`src/shared/bwua_defines.svh`:
```
// Behaviour
// [RL1] prefetch base high register gives bits 63:32 of the window floor
// [RL2] prefetch limit high register gives bits 63:32 of the window ceiling
// [RL3] prefetch base high sits at 28h, fully read/write, resets to zero
// [RL4] prefetch limit high sits at 2Ch, fully read/write, resets to zero
// [RL5] memory addresses compared with 64-bit prefetch window to decide forwarding
// [RL6] io base high gives address bits 31:20 of io floor, low 20 bits zero
// [RL7] io limit high gives bits 31:20 of io ceiling, low 20 bits ones
// [RL8] io base high is 16-bit read/write at 30h, resets to zero
// [RL9] io limit high is 16-bit read/write at 32h, resets to zero
// [RL10] io addresses compared with extended io window to decide forwarding
// [RL11] low prefetch base field gives bits 31:20 of floor, low bits zero
// [RL12] low prefetch limit field gives bits 31:20 of ceiling, low bits ones
// [RL13] low four bits of low prefetch registers read-only, flag 64-bit support
// [RL14] inside a window means floor <= address <= ceiling, both inclusive
`ifndef BWUA_DEFINES_SVH
`define BWUA_DEFINES_SVH

// ==========================================================
// configuration offsets (byte addresses)
`define BWUA_OFF_PREF_LOW        8'h24
`define BWUA_OFF_PREF_BASE_HIGH  8'h28
`define BWUA_OFF_PREF_LIMIT_HIGH 8'h2C
`define BWUA_OFF_IO_BASE_HIGH    8'h30
`define BWUA_OFF_IO_LIMIT_HIGH   8'h32

// ==========================================================
// field positions
`define BWUA_LOW_FIELD_LSB       4
`define BWUA_LIMIT_HALF_LSB      16
`define BWUA_WIN_GRAIN           20

// ==========================================================
// reset and fixed values
`define BWUA_RST_WORD            32'h0000_0000
`define BWUA_RST_HALF            16'h0000
`define BWUA_RST_FIELD           12'h000
`define BWUA_WIDE_ADDRESS_FLAG   4'h1
`define BWUA_FLOOR_FILL          20'h00000
`define BWUA_CEIL_FILL           20'hFFFFF
`define BWUA_UPPER_ZERO          32'h0000_0000

`endif

```
`src/shared/bwua_pkg.sv`:
```
`default_nettype none
`include "bwua_defines.svh"

package bwua_pkg;

  // ==========================================================
  // transaction kind
  typedef enum logic {
    BWUA_KIND_MEM = 1'b0,
    BWUA_KIND_IO  = 1'b1
  } bwua_kind_t;

  // ==========================================================
  // whole state of the register bank
  typedef struct packed {
    logic [11:0] prefetch_window_floor_low;
    logic [11:0] prefetch_window_ceiling_low;
    logic [31:0] prefetch_window_base_high_reg;
    logic [31:0] prefetch_window_limit_high_reg;
    logic [15:0] io_window_base_high_reg;
    logic [15:0] io_window_limit_high_reg;
    logic [31:0] rd_data;
    logic        ack;
    logic        fwd_valid;
    logic        fwd_hit;
    logic        fwd_is_io;
  } bwua_state_t;

  // ==========================================================
  // helpers
  function automatic logic bwua_in_window(input logic [63:0] addr,
                                          input logic [63:0] floor,
                                          input logic [63:0] ceiling);
    bwua_in_window = (addr >= floor) && (addr <= ceiling); // [RL14]
  endfunction : bwua_in_window

  function automatic logic [31:0] bwua_merge(input logic [31:0] old_word,
                                             input logic [31:0] new_word,
                                             input logic [3:0]  be);
    logic [31:0] res;
    res = old_word;
    for (int i = 0; i < 4; i++) begin
      if (be[i]) begin
        res[8*i +: 8] = new_word[8*i +: 8];
      end
    end
    bwua_merge = res;
  endfunction : bwua_merge

endpackage : bwua_pkg

`default_nettype wire

```
`src/rtl/bwua_fwd_decide.sv`:
```
`default_nettype none
`include "bwua_defines.svh"

module bwua_fwd_decide
  import bwua_pkg::*;
#(
  parameter int AW = 64
) (
  // transaction
  input  wire logic [AW-1:0] addr_in,
  input  wire logic          is_io_in,
  // assembled windows
  input  wire logic [AW-1:0] mem_floor_in,
  input  wire logic [AW-1:0] mem_ceiling_in,
  input  wire logic [AW-1:0] io_floor_in,
  input  wire logic [AW-1:0] io_ceiling_in,
  // decision
  output logic               hit_out
);

  logic [AW-1:0] io_addr;
  logic          mem_hit;
  logic          io_hit;

  // io space is 32 bits wide; upper half of the bus is ignored for io
  assign io_addr = {`BWUA_UPPER_ZERO, addr_in[31:0]};
  assign mem_hit = bwua_in_window(addr_in, mem_floor_in, mem_ceiling_in); // [RL5] [RL14]
  assign io_hit  = bwua_in_window(io_addr, io_floor_in, io_ceiling_in);   // [RL10]
  assign hit_out = (is_io_in == BWUA_KIND_IO) ? io_hit : mem_hit;

endmodule : bwua_fwd_decide

`default_nettype wire

```
`src/rtl/bwua_regs.sv`:
```
`default_nettype none
`include "bwua_defines.svh"

module bwua_regs
  import bwua_pkg::*;
(
  // clock and reset
  input  wire logic        core_clk_in,
  input  wire logic        rst_in,
  // configuration access
  input  wire logic        cfg_wr_in,
  input  wire logic        cfg_rd_in,
  input  wire logic [7:0]  cfg_addr_in,
  input  wire logic [3:0]  cfg_be_in,
  input  wire logic [31:0] cfg_wdata_in,
  output logic      [31:0] cfg_rdata_out,
  output logic             cfg_ack_out,
  // transaction to classify
  input  wire logic        txn_valid_in,
  input  wire logic        txn_is_io_in,
  input  wire logic [63:0] txn_addr_in,
  // forwarding decision
  output logic             fwd_valid_out,
  output logic             fwd_hit_out,
  output logic             fwd_is_io_out
);

  // ==========================================================
  // dword indices
  localparam logic [5:0] IDX_PREF_LOW   = 6'(`BWUA_OFF_PREF_LOW >> 2);
  localparam logic [5:0] IDX_PREF_BASE  = 6'(`BWUA_OFF_PREF_BASE_HIGH >> 2);
  localparam logic [5:0] IDX_PREF_LIMIT = 6'(`BWUA_OFF_PREF_LIMIT_HIGH >> 2);
  localparam logic [5:0] IDX_IO         = 6'(`BWUA_OFF_IO_BASE_HIGH >> 2);
  localparam int         HI             = `BWUA_LIMIT_HALF_LSB;
  localparam int         FL             = `BWUA_LOW_FIELD_LSB;

  bwua_state_t st;
  bwua_state_t next_st;

  logic [5:0]  idx;
  logic [31:0] pref_low_word;
  logic [31:0] io_word;
  logic [31:0] merged;
  logic [63:0] mem_floor;
  logic [63:0] mem_ceiling;
  logic [63:0] io_floor;
  logic [63:0] io_ceiling;
  logic        hit;

  assign idx = cfg_addr_in[7:2];

  // ==========================================================
  // read views; wide address flag is hardwired in both halves
  assign pref_low_word = {st.prefetch_window_ceiling_low, `BWUA_WIDE_ADDRESS_FLAG,
                          st.prefetch_window_floor_low, `BWUA_WIDE_ADDRESS_FLAG}; // [RL13]
  assign io_word       = {st.io_window_limit_high_reg, st.io_window_base_high_reg};

  // ==========================================================
  // window assembly
  assign mem_floor   = {st.prefetch_window_base_high_reg,
                        st.prefetch_window_floor_low, `BWUA_FLOOR_FILL}; // [RL1] [RL11]
  assign mem_ceiling = {st.prefetch_window_limit_high_reg,
                        st.prefetch_window_ceiling_low, `BWUA_CEIL_FILL}; // [RL2] [RL12]
  // only the low twelve bits of each io half land on address bits 31:20
  assign io_floor    = {`BWUA_UPPER_ZERO, st.io_window_base_high_reg[11:0],
                        `BWUA_FLOOR_FILL}; // [RL6]
  assign io_ceiling  = {`BWUA_UPPER_ZERO, st.io_window_limit_high_reg[11:0],
                        `BWUA_CEIL_FILL}; // [RL7]

  bwua_fwd_decide #(
    .AW (64)
  ) u_decide (
    .addr_in        (txn_addr_in),
    .is_io_in       (txn_is_io_in),
    .mem_floor_in   (mem_floor),
    .mem_ceiling_in (mem_ceiling),
    .io_floor_in    (io_floor),
    .io_ceiling_in  (io_ceiling),
    .hit_out        (hit)
  );

  // ==========================================================
  // next state
  always_comb begin
    next_st  = st;
    merged   = `BWUA_RST_WORD;
    next_st.ack       = cfg_rd_in | cfg_wr_in;
    next_st.fwd_valid = txn_valid_in;
    // decision held between transactions so the downstream side can sample late
    if (txn_valid_in) begin
      next_st.fwd_hit   = hit; // [RL5] [RL10]
      next_st.fwd_is_io = txn_is_io_in;
    end
    if (cfg_rd_in) begin
      case (idx)
        IDX_PREF_LOW:   next_st.rd_data = pref_low_word;
        IDX_PREF_BASE:  next_st.rd_data = st.prefetch_window_base_high_reg;
        IDX_PREF_LIMIT: next_st.rd_data = st.prefetch_window_limit_high_reg;
        IDX_IO:         next_st.rd_data = io_word;
        default:        next_st.rd_data = `BWUA_RST_WORD;
      endcase
    end
    if (cfg_wr_in) begin
      case (idx)
        IDX_PREF_LOW: begin
          merged = bwua_merge(pref_low_word, cfg_wdata_in, cfg_be_in);
          next_st.prefetch_window_floor_low   = merged[FL +: 12];      // [RL11]
          next_st.prefetch_window_ceiling_low = merged[HI + FL +: 12]; // [RL12]
        end
        IDX_PREF_BASE: begin
          next_st.prefetch_window_base_high_reg =
            bwua_merge(st.prefetch_window_base_high_reg, cfg_wdata_in, cfg_be_in); // [RL3]
        end
        IDX_PREF_LIMIT: begin
          next_st.prefetch_window_limit_high_reg =
            bwua_merge(st.prefetch_window_limit_high_reg, cfg_wdata_in, cfg_be_in); // [RL4]
        end
        IDX_IO: begin
          merged = bwua_merge(io_word, cfg_wdata_in, cfg_be_in);
          next_st.io_window_base_high_reg  = merged[HI-1:0]; // [RL8]
          next_st.io_window_limit_high_reg = merged[31:HI];  // [RL9]
        end
        default: begin
          merged = `BWUA_RST_WORD;
        end
      endcase
    end
  end

  // ==========================================================
  // state register
  always_ff @(posedge core_clk_in) begin
    if (rst_in) begin
      st.prefetch_window_floor_low      <= `BWUA_RST_FIELD;
      st.prefetch_window_ceiling_low    <= `BWUA_RST_FIELD;
      st.prefetch_window_base_high_reg  <= `BWUA_RST_WORD; // [RL3]
      st.prefetch_window_limit_high_reg <= `BWUA_RST_WORD; // [RL4]
      st.io_window_base_high_reg        <= `BWUA_RST_HALF; // [RL8]
      st.io_window_limit_high_reg       <= `BWUA_RST_HALF; // [RL9]
      st.rd_data                        <= `BWUA_RST_WORD;
      st.ack                            <= 1'b0;
      st.fwd_valid                      <= 1'b0;
      st.fwd_hit                        <= 1'b0;
      st.fwd_is_io                      <= 1'b0;
    end else begin
      st <= next_st;
    end
  end

  assign cfg_rdata_out = st.rd_data;
  assign cfg_ack_out   = st.ack;
  assign fwd_valid_out = st.fwd_valid;
  assign fwd_hit_out   = st.fwd_hit;
  assign fwd_is_io_out = st.fwd_is_io;
endmodule : bwua_regs

`default_nettype wire

```
`config.mk`:
```
export PLATFORM = sky130hd
export DESIGN_NAME = bwua_regs
export DESIGN_NICKNAME = d
export VERILOG_FILES = /design/src/shared/bwua_pkg.sv /design/src/rtl/bwua_fwd_decide.sv /design/src/rtl/bwua_regs.sv
export VERILOG_INCLUDE_DIRS = /design/src /design/src/shared
export SDC_FILE = /design/constraint.sdc
export NUM_CORES = 1
export LEC_CHECK = 0
export BUFFER_PORTS_ARGS = -buffer_cell sky130_fd_sc_hd__clkbuf_2
export CAP_MARGIN = 25
export CORE_ASPECT_RATIO = 1.25
export CORE_MARGIN = 3
export CORE_UTILIZATION = 50
export CTS_BUF_LIST = sky130_fd_sc_hd__clkbuf_8
export CTS_CLUSTER_DIAMETER = 200
export DETAILED_ROUTE_END_ITERATION = 8
export GPL_TIMING_DRIVEN = 0
export PLACE_DENSITY = 0.83
export REMOVE_ABC_BUFFERS = 1
export SLEW_MARGIN = 20
export SYNTH_ARGS = -nofsm -noshare
export SYNTH_HDL_FRONTEND = slang
export SYNTH_SLANG_ARGS = --single-unit
```
`constraint.sdc`:
```
create_clock -name core_clk_in -period 3.9 [get_ports core_clk_in]
set_input_delay 0 -clock core_clk_in [delete_from_list [all_inputs] [get_ports core_clk_in]]
set_output_delay 0 -clock core_clk_in [all_outputs]
set_load 0.05 [all_outputs]
```
**After elaboration in Yosys (flattened, before gate mapping)**

Cells that the tools add are included.
Widths: inputs -> output; s select.

- $lt $le $gt $ge: 4
- Equal/unequal tests: 4
- Mux-type cells: 2
- Bitwise logic cells: 1
- Reduce and logical (&&, ||, !) cells: 18

Operators with widths:

| cell | count |
|---|---|
| $pmux 32 s4 | 1 |
| $ge 64x64->1 | 1 |
| $le 64x64->1 | 1 |
| $reduce_and 3->1 | 16 |
| $ge 32x32->1 | 1 |
| $le 32x32->1 | 1 |
| $eq 6x4->1 const B | 4 |
| $logic_and 1x1->1 | 2 |
| $mux 1 | 1 |
| $or 1x1->1 | 1 |

- Register bits after elaboration: 156
- Output and inout port bits: 36
- Logic and storage cells: 50

**Logic depth before layout (Yosys ltp)**

- Word-level depth: 3
- Gate-level depth with buffers: 9
- Gate-level depth less buffers: 9

**Hierarchy**

A second synthesis with hierarchy kept.

- Cell total of the unflattened synthesis: 1333
- Area total of the unflattened synthesis: 11377.2 um^2

By module, submodules not included:

| module | times used | cells each | area an instance (um^2) |
|---|---|---|---|
| bwua_regs | 1 | 629 | 6406.1 |
| bwua_fwd_decide | 1 | 704 | 4971.0 |

**Worst setup path before layout**

OpenSTA, ideal clock, no wires.

- Kind: flip-flop to flip-flop
- From: register st, in the netlist mem_floor[21]
- To: register st, in the netlist fwd_hit_out
- Library setup time: 133 ps
- Arrival: 1781 ps
- Setup slack: 1985 ps
- Stages on the path, launching flop included: 10
- Buffers on the path: 0
- Period minus slack after synthesis: 1915 ps
- Cell sequence: dfxtp_1 > inv_1 > ha_1 > nor2b_1 > o21a_1 > a311oi_1 > nor4b_1 > o311a_1 > o22ai_1 > o221ai_1

- Word-level cells in the longest chain between the ends: 3

RTL lines:

| item | line | text |
|---|---|---|
| from (decl) | bwua_regs.sv:37 | `bwua_state_t st;` |
| from (signal assigned) | bwua_regs.sv:146 | `st <= next_st;` |
| $ge 64x64->1 | bwua_pkg.sv:34 | `bwua_in_window = (addr >= floor) && (addr <= ceiling);` |
| $logic_and 1x1->1 | bwua_pkg.sv:34 |  |
| $mux 1 | bwua_fwd_decide.sv:29 | `assign hit_out = (is_io_in == BWUA_KIND_IO) ? io_hit : mem_hit;` |

No other way between the ends.
A chain may end at the register's enable or synchronous reset.

**Worst setup path in the final report**

- From: register st, in the netlist mem_ceiling[62]
- To: register st, in the netlist fwd_hit_out

- Word-level cells in the longest chain between the ends: 3

RTL lines:

| item | line |
|---|---|
| $le 64x64->1 | bwua_pkg.sv:34 |
| $logic_and 1x1->1 | bwua_pkg.sv:34 |
| $mux 1 | bwua_fwd_decide.sv:29 |

No other way between the ends.

==> flow_summary.yaml <==
status:
  status: "complete, no violations"
route:
  vias: 8969
  routed_wl_mm: 26.5
  initialDrtViolationCount: 921
  drc: 0
  antenna_left: 0
  drtPass1Iterations: 6
  wl_per_cell_um: 17.2
  routed_via_density: 5.83
clock_network:
  root_buffer: "clkbuf_8"
  post-cts-setup-buffer-count: 0
  cts_buffer_depth: 2
  h-tree-depth: 4
  cts_sinks: 156
  insertion_delay_ns: 0.48
  cts_made_buffers: 17
  clkSlewWorstSetupHoldPaths_ns: 0.09
  cts_tree: "yes"
timing:
  tightest_slew_ns: 0.946
  slew_violations: 0
  finalSetupViolations: 0
  rsz0062_at_grt: "no"
  maxSlewHeadroom: 0.368
  max_freq_mhz: 423
  hold_viol_final: 0
  min_period_ns: 2.37
  fin_setup_tns_ns: 0
  finalCritPeriodShare: 0.607
  finClkSkew_ns: 0.00954
setup_path:
  cp_max_fo: 3
  r2r_start: "mem_ceiling[62]"
  worstPathCellList: "inv_1 -> ha_1 -> nand4_1 -> nor3_1 -> nand3_1 -> a31oi_1 -> nor4_1 -> o22ai_1 -> o221ai_1"
  path_class: "reg -> reg"
  startpoint: "mem_ceiling[62]"
  startpoint_type: "flip-flop"
  endpoint_kind: "flip-flop"
  crit_required_ns: 4.25
  slowest_stage: "nor3_1"
  critPathBufInv: 1
  critical_path_arrival_ns: 2.72
  cpPeakStageDelay_ns: 0.61
  cp_top_family: "simple AND/OR/NAND/NOR gates"
placed_design:
  place.gp.congestion: 0.897
  placedCellCount: 1470
  place_area_sq_mm: 0.0101
  hpwl_mm: 19.6
  portBuffers: 147
yosys:
  synth-edff-count: 0
  syn_avg_cell_area_sq_um: 7.99
  synth-seq-cells: 156
  syn_inst: 1142
  synthFlopType: "dfxtp_1"
  synth-seq-area-share: 0.342
  netlist_area_sq_mm: 0.00913
  async_reset_ff_frac: 0
  ys_warn_count: 0
  yosysUniqueCellTypes: 43
floorplan:
  ios: 150
  core_sq_mm: 0.0177
  die-area_sq_mm: 0.0199
  die_w_um: 127
  rows: 54
  dieHeight_um: 157
  start_util: 0.515
finish:
  final_nets: 1527
  antenna_cells: 0
  syn_to_final_growth_pct: 19.8
  design_area_sq_mm: 0.0109
  stdcell_count: 1538
  drive_above_1_share: 0.154
  final_core_util: 0.618
job:
  maxCapViolCount: 0
global_routing:
  grt_max_degree: 95
  antenna_found_initial: 0
  grt_pass1_vias: 8665
  overflow: 0
  grt_pass1_wl_mm: 41.9
  grt_usage: 0.261
worst_hold_path:
  worstHoldPathType: "in -> reg"
  holdCritStartpoint: "cfg_wr_in"
power:
  p_total_mw: 3.47
  p_leak_nw: 4.54
  peakVddDrop_mv: 0.200
  powerDensity_mw_per_mm2: 318
cell usage in the layout, fill, tap and decap left out, drive strengths merged, types with 4 or more instances in the layout:
cell type	Yosys	layout
a21o	24	24
a21oi	123	123
a221oi	8	8
a222oi	24	24
buf	18	13
bufinv	0	6
clkbuf	38	165
clkinv	0	4
dfxtp	156	156
dlygate4sd3	0	36
ha	112	112
inv	114	117
mux2i	57	57
nand2	122	122
nand2b	4	4
nand3	80	80
nand4	27	27
nor2	130	130
nor2b	4	4
nor3	14	14
nor4	8	8
o21ai	43	43
worst paths after layout:
| kind | end | slack [ns] | depth (start not counted) |
|---|---|---|---|
| max | fwd_hit_out | 1.53 | 9 |
| min | cfg_ack_out | 0.06 | 3 |
| max reg2reg | fwd_hit_out | 1.53 | 9 |
| min reg2reg | mem_floor[60] | 0.46 | 2 |
worst register-to-register path, cell delays in order, from the launching register on:
cell and delay, ns:
dfxtp_1 0.35, inv_1 0.06, ha_1 0.30, nand4_1 0.16, nor3_1 0.61, nand3_1 0.20, a31oi_1 0.20, nor4_1 0.07
o22ai_1 0.17, o221ai_1 0.13
Yosys cell counts, types with 24 or more instances:
cell        n  area [sq um]
mux2i_1    57           571
clkbuf_1   38           143
a21oi_1   123           616
inv_1     114           428
nand2_1   122           458
ha_1      112          1400
nand4_1    27           169
a21o_1     24           180
o21ai_0    43           215
nand3_1    74           370
a222oi_1   24           240
dfxtp_1   156          3120
nor2_1    129           484
layout make-up:
cell class	instances	area, sq um
Multi-Input combinational cell	816	5350
Clock inverter	14	226
Clock buffer	18	248
Tap cell	224	280
Inverter	114	428
Timing Repair Buffer	196	1280
Fill cell	1532	6770
Sequential cell	156	3120
layer usage:
metal | global-route usage | part of all wire | up-vias
li1 | - | - | 4346
met1 | 0.304 | 0.39 | 4178
met2 | 0.458 | 0.50 | 365
met3 | 0.0523 | 0.070 | 80
met4 | 0.126 | 0.040 | 0
met5 | 0 | 0 | -
cell families (layout without fill, tap and decap cells):
| group | Yosys count | count (layout) | synth area share |
|---|---|---|---|
| buffers and inverters | 170 | 342 | 0.0729 |
| AOI/OAI and AO/OA | 246 | 246 | 0.167 |
| DFF | 156 | 156 | 0.342 |
| muxes | 57 | 57 | 0.0625 |
| and+or+nand+nor | 401 | 401 | 0.202 |
| adders and majority gates | 112 | 112 | 0.154 |
where the power goes:
part	internal [mW]	switching, mW
Combinational	0.163	0.249
Sequential	1.60	0.00465
Clock	0.835	0.621
Total	2.60	0.875
sequential cells by signal, indices dropped and copies added, names as in the netlist:
name / flops
io_floor: 12
cfg_rdata_out: 32
mem_ceiling: 44
mem_floor: 44
io_word: 8
fwd_is_io_out: 1
io_ceiling: 12
fwd_hit_out: 1
cfg_ack_out: 1
fwd_valid_out: 1
through the flow:
step / hold slack [ns] / setup slack (ns)
final: 0.0557 / 1.53
after CTS: 0.0266 / 1.54
after floorplan: 0.0691 / -0.972
after global placement: 0.273 / -4.89
after global routing: 0.0400 / 1.42
after detailed placement: 0.280 / 1.32
repair_timing:
item,in CTS,in global routing
hold buffers,36,0
endpoints found under the hold margin,136,0
resized for setup,0,0
(Power assumes the default switching activity.)
